`src/flp_pkg.sv`:
```
/*
 * Package for the flash lock and sector protect block: key and command
 * codes, geometry of the flash array, reset values and field sizes.
 * Assumes a byte-wide register write port from the CPU side.
 */
package flp_pkg;

    // Flash geometry: 1 KB array, 512-byte pages gives 2 pages
    localparam int FLP_ADDR_W = 10;
    localparam int FLP_PAGE_W = 1;
    localparam int FLP_PAGE_BITS = FLP_ADDR_W - FLP_PAGE_W;
    localparam int FLP_SECTORS = 8;
    localparam int FLP_SECT_ADDR_W = 3;
    // Sector is one eighth of flash, never smaller than a page
    localparam int FLP_SECT_SHIFT_RAW = FLP_ADDR_W - FLP_SECT_ADDR_W;
    localparam int FLP_SECT_SHIFT = (FLP_SECT_SHIFT_RAW < FLP_PAGE_BITS) ?
                                    FLP_PAGE_BITS : FLP_SECT_SHIFT_RAW;

    // Flash control codes
    localparam logic [7:0] FLP_KEY1 = 8'h73;
    localparam logic [7:0] FLP_KEY2 = 8'h8C;
    localparam logic [7:0] FLP_CMD_PAGE_ERASE = 8'h95;
    localparam logic [7:0] FLP_CMD_SECT_SEL = 8'h5E;

    // Reset values
    localparam logic [7:0] FLP_SECT_PROT_RST = 8'h00;
    localparam logic [7:0] FLP_PAGE_SEL_RST = 8'h00;

    typedef enum logic [2:0] {
        FLP_LOCKED,
        FLP_KEY1_SEEN,
        FLP_KEY2_SEEN,
        FLP_UNLOCKED,
        FLP_SECT_ACCESS
    } flp_state_t;

endpackage

```
`src/flp_ctrl.sv`:
```
/*
 * Flash lock and sector protect controller. Gates byte program, page
 * erase and mass erase requests toward the flash array.
 * Assumes register writes and the program strobe arrive from logic on
 * clk; the option bit and debug request are static straps or slow pins.
 */
`timescale 1ns/1ps
// What this block does
// - Option bit zero blocks user program and erase
// - Option bit one enables program and erase
// - Reset always leaves controller locked
// - Page mismatch locks; match activates page
// - 95H erases page if sector unprotected
// - Unexpected control value relocks controller
// - Mass erase only through debug port
// - Unlocked page accepts repeated byte writes
// - Later control write relocks active page
// - Eight protect bits; a sector spans one 512-byte page, so only two sectors exist
// - Protected sector refuses; bits only set
// - Reset clears sector protect register
// - Protect and page select share address
module flp_ctrl
    import flp_pkg::*;
(
    input wire logic clk,
    input wire logic rst_b,
    input wire logic flash_write_protect_option,
    input wire logic ctl_wr,
    input wire logic [7:0] ctl_wdata,
    input wire logic psel_wr,
    input wire logic [7:0] psel_wdata,
    input wire logic prog_req,
    input wire logic [flp_pkg::FLP_ADDR_W-1:0] prog_addr,
    input wire logic [7:0] prog_data,
    input wire logic dbg_mass_erase_req,
    output logic flash_prog,
    output logic [flp_pkg::FLP_ADDR_W-1:0] flash_addr,
    output logic [7:0] flash_wdata,
    output logic flash_page_erase,
    output logic flash_mass_erase,
    output logic unlocked,
    output logic [7:0] sect_prot,
    output logic [7:0] page_sel
);
    import flp_pkg::*;

    typedef struct packed {
        flp_state_t st;
        logic [7:0] first_page;
        logic [7:0] page_sel;
        logic [7:0] sect_prot;
        logic prog;
        logic [FLP_ADDR_W-1:0] addr;
        logic [7:0] wdata;
        logic perase;
        logic merase;
        logic unl;
    } flp_regs_t;

    flp_regs_t r_q, r_d;
    logic [1:0] rst_sync_q;
    logic rst_n_int;
    logic [1:0] wp_sync_q;
    logic [1:0] dbg_sync_q;
    logic dbg_prev_q;

    // Sector of a byte address: an eighth of flash, but never below a page,
    // so with large pages a sector and a page are the same span
    function automatic logic [FLP_SECT_ADDR_W-1:0] addr_sector(
        input logic [FLP_ADDR_W-1:0] a);
        logic [FLP_ADDR_W-1:0] s;
        s = a >> FLP_SECT_SHIFT;
        addr_sector = s[FLP_SECT_ADDR_W-1:0];
    endfunction

    // Sector number of a page
    function automatic logic [FLP_SECT_ADDR_W-1:0] page_sector(
        input logic [7:0] pg);
        logic [FLP_ADDR_W-1:0] a;
        a = {pg[FLP_PAGE_W-1:0], {FLP_PAGE_BITS{1'b0}}};
        page_sector = addr_sector(a);
    endfunction

    function automatic logic sect_is_prot(input logic [7:0] prot,
        input logic [FLP_SECT_ADDR_W-1:0] s);
        sect_is_prot = prot[s];
    endfunction

    // Reset release synchroniser
    always_ff @(posedge clk or negedge rst_b)
    begin
        if (!rst_b)
            rst_sync_q <= 2'h0;
        else
            rst_sync_q <= {rst_sync_q[0], 1'b1};
    end
    assign rst_n_int = rst_sync_q[1];

    // Option bit and debug request come from outside the clock domain
    always_ff @(posedge clk or negedge rst_n_int)
    begin
        if (!rst_n_int)
        begin
            wp_sync_q <= 2'h0;
            dbg_sync_q <= 2'h0;
            dbg_prev_q <= 1'b0;
        end
        else
        begin
            wp_sync_q <= {wp_sync_q[0], flash_write_protect_option};
            dbg_sync_q <= {dbg_sync_q[0], dbg_mass_erase_req};
            dbg_prev_q <= dbg_sync_q[1];
        end
    end

    // Lock sequencer and command gating
    always_comb
    begin
        logic wr_ok;
        logic [FLP_SECT_ADDR_W-1:0] psec;
        logic [7:0] addr_page;
        wr_ok = wp_sync_q[1];
        psec = page_sector(r_q.page_sel);
        addr_page = 8'h00;
        addr_page[FLP_PAGE_W-1:0] = prog_addr[FLP_ADDR_W-1 -: FLP_PAGE_W];
        r_d = r_q;
        r_d.prog = 1'b0;
        r_d.perase = 1'b0;
        // Mass erase only from the debug port, even when write protected
        r_d.merase = dbg_sync_q[1] && !dbg_prev_q;
        unique case (r_q.st)
            FLP_LOCKED:
            begin
                if (ctl_wr && ctl_wdata == FLP_KEY1)
                    r_d.st = FLP_KEY1_SEEN;
                else if (ctl_wr && ctl_wdata == FLP_CMD_SECT_SEL)
                    r_d.st = FLP_SECT_ACCESS;
                if (psel_wr)
                begin
                    r_d.page_sel = psel_wdata;
                    r_d.first_page = psel_wdata;
                end
            end
            FLP_KEY1_SEEN:
            begin
                if (ctl_wr)
                    r_d.st = (ctl_wdata == FLP_KEY2) ? FLP_KEY2_SEEN :
                             FLP_LOCKED;
                else if (psel_wr)
                    r_d.st = FLP_LOCKED;
            end
            FLP_KEY2_SEEN:
            begin
                if (ctl_wr)
                    r_d.st = FLP_LOCKED;
                else if (psel_wr)
                begin
                    r_d.page_sel = psel_wdata;
                    r_d.st = (psel_wdata == r_q.first_page) ?
                             FLP_UNLOCKED : FLP_LOCKED;
                end
            end
            FLP_UNLOCKED:
            begin
                if (ctl_wr)
                begin
                    r_d.st = FLP_LOCKED;
                    r_d.perase = (ctl_wdata == FLP_CMD_PAGE_ERASE) && wr_ok
                                 && !sect_is_prot(r_q.sect_prot, psec);
                end
                else if (prog_req && addr_page == r_q.page_sel)
                begin
                    // Page stays open so further bytes may follow
                    r_d.prog = wr_ok && !sect_is_prot(r_q.sect_prot,
                        addr_sector(prog_addr));
                    r_d.addr = prog_addr;
                    r_d.wdata = prog_data;
                end
            end
            FLP_SECT_ACCESS:
            begin
                // Shared address now reaches sector protect; OR only sets
                if (psel_wr)
                begin
                    r_d.sect_prot = r_q.sect_prot | psel_wdata;
                    r_d.st = FLP_LOCKED;
                end
                else if (ctl_wr)
                    r_d.st = FLP_LOCKED;
            end
            default:
                r_d.st = FLP_LOCKED;
        endcase
        r_d.unl = (r_d.st == FLP_UNLOCKED);
    end

    // State register; reset relocks and clears protection
    always_ff @(posedge clk or negedge rst_n_int)
    begin
        if (!rst_n_int)
        begin
            r_q <= '0;
            r_q.st <= FLP_LOCKED;
            r_q.sect_prot <= FLP_SECT_PROT_RST;
            r_q.page_sel <= FLP_PAGE_SEL_RST;
        end
        else
            r_q <= r_d;
    end

    assign flash_prog = r_q.prog;
    assign flash_addr = r_q.addr;
    assign flash_wdata = r_q.wdata;
    assign flash_page_erase = r_q.perase;
    assign flash_mass_erase = r_q.merase;
    assign unlocked = r_q.unl;
    assign sect_prot = r_q.sect_prot;
    assign page_sel = r_q.page_sel;
endmodule

```
`config.mk`:
```
export PLATFORM = sky130hd
export DESIGN_NAME = flp_ctrl
export DESIGN_NICKNAME = d
export VERILOG_FILES = /design/src/flp_pkg.sv /design/src/flp_ctrl.sv
export SDC_FILE = /design/constraint.sdc
export NUM_CORES = 1
export LEC_CHECK = 0
export BUFFER_PORTS_ARGS = -buffer_cell sky130_fd_sc_hd__clkbuf_2
export CAP_MARGIN = 20
export CORE_MARGIN = 4
export CORE_UTILIZATION = 42
export DETAILED_ROUTE_END_ITERATION = 6
export PLACE_DENSITY = 0.66
export SYNTH_ARGS = -nofsm -noshare
export SYNTH_HDL_FRONTEND = slang
export SYNTH_SLANG_ARGS = --single-unit
```
`constraint.sdc`:
```
create_clock -name clk -period 2.05 [get_ports clk]
set_input_delay 0.205 -clock clk [delete_from_list [all_inputs] [get_ports clk]]
set_output_delay 0.205 -clock clk [all_outputs]
set_load 0.005 [all_outputs]
```
==> results.md <==
- Status: completed
- Post-Synthesis Cells: 186
- Distinct cells, synth: 28
- Slew Limit Fails: 0
- Die ar.: between 0.007 and 0.008 sq mm
- DP HPWL: 3520 um
- Layout area overhead: 16.0%
- Final setup viols: 0
- Number of synthesized flops with an enable pin: 0
- Leakage: around 1.5 nW
- Synth top area share: 56.5%
- Layout cell share with drive strength beyond 1: 52.9%
- Post-synth top area cell: dfrtp_1
- Global Route Usage Sum: between 10% and 20%
- CP Class: reg2reg
- Crit path max fanout: 18
- Final cell count without fillers: 316
- Endpoints failing hold: 0
- HP Class: in2reg
- IO Count: 79
- Power Total: 2.04 mW
- Share of flip-flops with an asynchronous set or reset: between 90% and 100%
- VDD IR-drop max: 0.434 mV
- Mapped Avg Cell Area: 13.3 sq um
- Pin count of the biggest net entering global routing: 30
- Hold Path Origin: prog_addr[5]
- Clock Power Share: between 20% and 30%
- Vias in the first global route: 1556
- Hold_ws: 134 ps
- DP Cell Count: 305
- Starting Density: 44.3%
- # DRC: 0
- Via count: 1507
- Num CTS Buffers: 5
- TNS Setup: 0 ps
- Seq pwr share: 59.5%
- Clock period minus worst slack: roughly 1800 ps
- FP Rows: 27
- Final Util: about 50%
- Nets@finish: 284
- Crit path launch: page_sel[1]$_DFFE_PN0P_
- Sequential fraction of the synthesis area: 56.5%
- Port buffer count: 78
- Top-count cell post-synth: dfrtp_1
- Synth area leaders: dfrtp_1 56%, mux2_2 15%, buf_4 10%, xor2_1 3.2%, a21o_1 2.4%
- First-pass GRT wire length: 7400 um
- Clock sinks: 56
- Post-synth top flop: dfrtp_1
- Drt total wl: 4450 um
- DR iter-0 viols: 31
- Crit-path cells: nor4_1 -> nand3b_1 -> nor4_4 -> buf_12 -> mux2_2
- Pre-antenna DRT Iters: 3
- CP endpoint kind: register
- CP Buf/Inv Count: 1
- Slowest cell on the critical path: dfrtp_1
- Initial antenna violation count: 0
- Cell family with most CP delay: simple AND/OR/NAND/NOR gates
- MaxCap Viol Count: 0
- R2R Path Start: page_sel[1]$_DFFE_PN0P_
- Area of the mapped netlist: 0.00248 sq mm
- Measured slew at the worst slew-check pin: 631 ps
- Clock latency on the worst-skew pair: 300 ps
- Final ANT Viol Nets: 0
- Die Span Y: approximately 85 um
- Die X: 84.9 um
- Setup crit start kind: register
- CTS clk-pin slew, worst paths: 90 ps
- Synth cell count leaders: 56 x dfrtp_1, 34 x buf_4, 34 x mux2_2
- RSZ-0062 raised after global routing: no
- CTS tree: built
- Skew final: 2.55 ps
- Filler Cell Count: roughly 520
- CP peak stage delay: 410 ps
- Pint: ~1.6 mW
- Wire length per cell: 14.1 um
- Final worst-path cycle share: 90.1%
- Power per standard cell area: 707 mW/mm^2
- CP required: 2240 ps
- Antenna diodes: 0
- Routed vias/inst: 4.77
- Max Root-Sink Buffers: 2
- Core box area: 0.00561 sq mm
- Clock root buffer: clkbuf_8
- Fmax: 0.541 GHz
- Register bit count reported by yosys: 56
- Combinational Power Share: 10.8%
- Gr ovfl total: 0
- Yosys warnings: 0
- CP arrival: 2040 ps
- GP Congestion: 0.755
- Synthesized Nets: 227
- Psw: 472 uW
- Sw Ratio: 23.2%
- Number of H-tree levels: 2
- Slew headroom: 57.9%
## metal layers
metal  up-vias  wire length (um)  track usage (%)
li1        730                 -                -
met1       716              2080             17.8
met2        58              1970             19.1
met3         3               381             4.76
met4         0                22             3.45
met5         -                 0                0
## power groups by stage
stage / Clock (mW) / Combinational [mW] / Sequential [mW]
6_report: 0.605 / 0.219 / 1.21
5_1_grt: 0.684 / 0.245 / 1.22
4_1_cts: 0.634 / 0.223 / 1.21
3_5_place_dp: 0 / 0.220 / 1.24
3_3_place_gp: 0 / 0.217 / 1.23
2_1_floorplan: 0 / 0.148 / 1.23
## through the flow
| stage | setup slack (ps) | area [sq um] |
|---|---|---|
| 5_1_grt | 79.5 | 2880 |
| 3_3_place_gp | 246 | 2760 |
| 6_report | 203 | 2880 |
| 2_1_floorplan | 117 | 2480 |
| 4_1_cts | 182 | 2870 |
| 3_5_place_dp | 189 | 2760 |
## cell usage in the layout (no fill, tap or decap), drive strengths merged
cell type	instances
clkbuf	85
dfrtp	56
mux2	34
xor2	9
a21o	8
nor4	8
buf	5
nand2	4
nor2	4
mux2i	3
nand4b	3
a21oi	3
dlygate4sd3	3
nand3b	2
o41ai	2
nor3b	2
nor2b	2
or3b	1
nand2b	1
or2	1
nand3	1
inv	1
a31oi	1
or3	1
and3	1
a211o	1
clkinvlp	1
conb	1
## timing repair
action	CTS	global route
hold endpoints to repair	3	1
hold buffers	2	1
setup buffers	0	0
gates resized for setup	0	0
## area by class of cell
| type | count | area (sq um) | share of cell area, % |
|---|---|---|---|
| Clock inverter | 1 | 7.51 | 0.261 |
| Tap cell | 72 | 90.1 | 3.13 |
| Clock buffer | 7 | 86.3 | 3.00 |
| Inverter | 1 | 3.75 | 0.130 |
| Sequential cell | 56 | 1400 | 48.7 |
| Multi-Input combinational cell | 93 | 807 | 28.0 |
| Timing Repair Buffer | 86 | 483 | 16.8 |
## worst paths after layout
check / end / cells past startpoint / slack (ps)
worst max-delay path: flash_addr[3]$_DFFE_PN0P_ / 5 / 200
worst min-delay path: flash_addr[5]$_DFFE_PN0P_ / 2 / 130
worst max register to register: flash_addr[3]$_DFFE_PN0P_ / 5 / 200
worst min register to register: wp_sync_q[0]$_DFF_PN0_ / 0 / 290
max in group asynchronous: flash_addr[2]$_DFFE_PN0P_ / 1 / 1200
min in group asynchronous: rst_sync_q[1]$_DFF_PN0_ / 2 / 220
## kinds of logic (layout without fill, tap and decap cells)
logic type,count (synthesis),after routing,synth area share [%]
AOI/OAI and AO/OA,15,15,4.39
xor gates and xnor gates,9,9,3.18
buffers and inverters,37,95,11.0
DFF,56,56,56.5
muxes,37,37,16.6
other,1,1,0.151
and+or+nand+nor,31,31,8.17
## registers in the layout (all words and copies together), names as in the netlist
| name | count |
|---|---|
| r_q | 11 |
| flash_addr | 10 |
| flash_wdata | 8 |
| page_sel | 8 |
| sect_prot | 8 |
| dbg_sync_q | 2 |
| rst_sync_q | 2 |
| wp_sync_q | 2 |
| dbg_prev_q | 1 |
| flash_mass_erase | 1 |
| flash_page_erase | 1 |
| flash_prog | 1 |
| unlocked | 1 |
No activity file was read; power rests on OpenSTA's default activity.
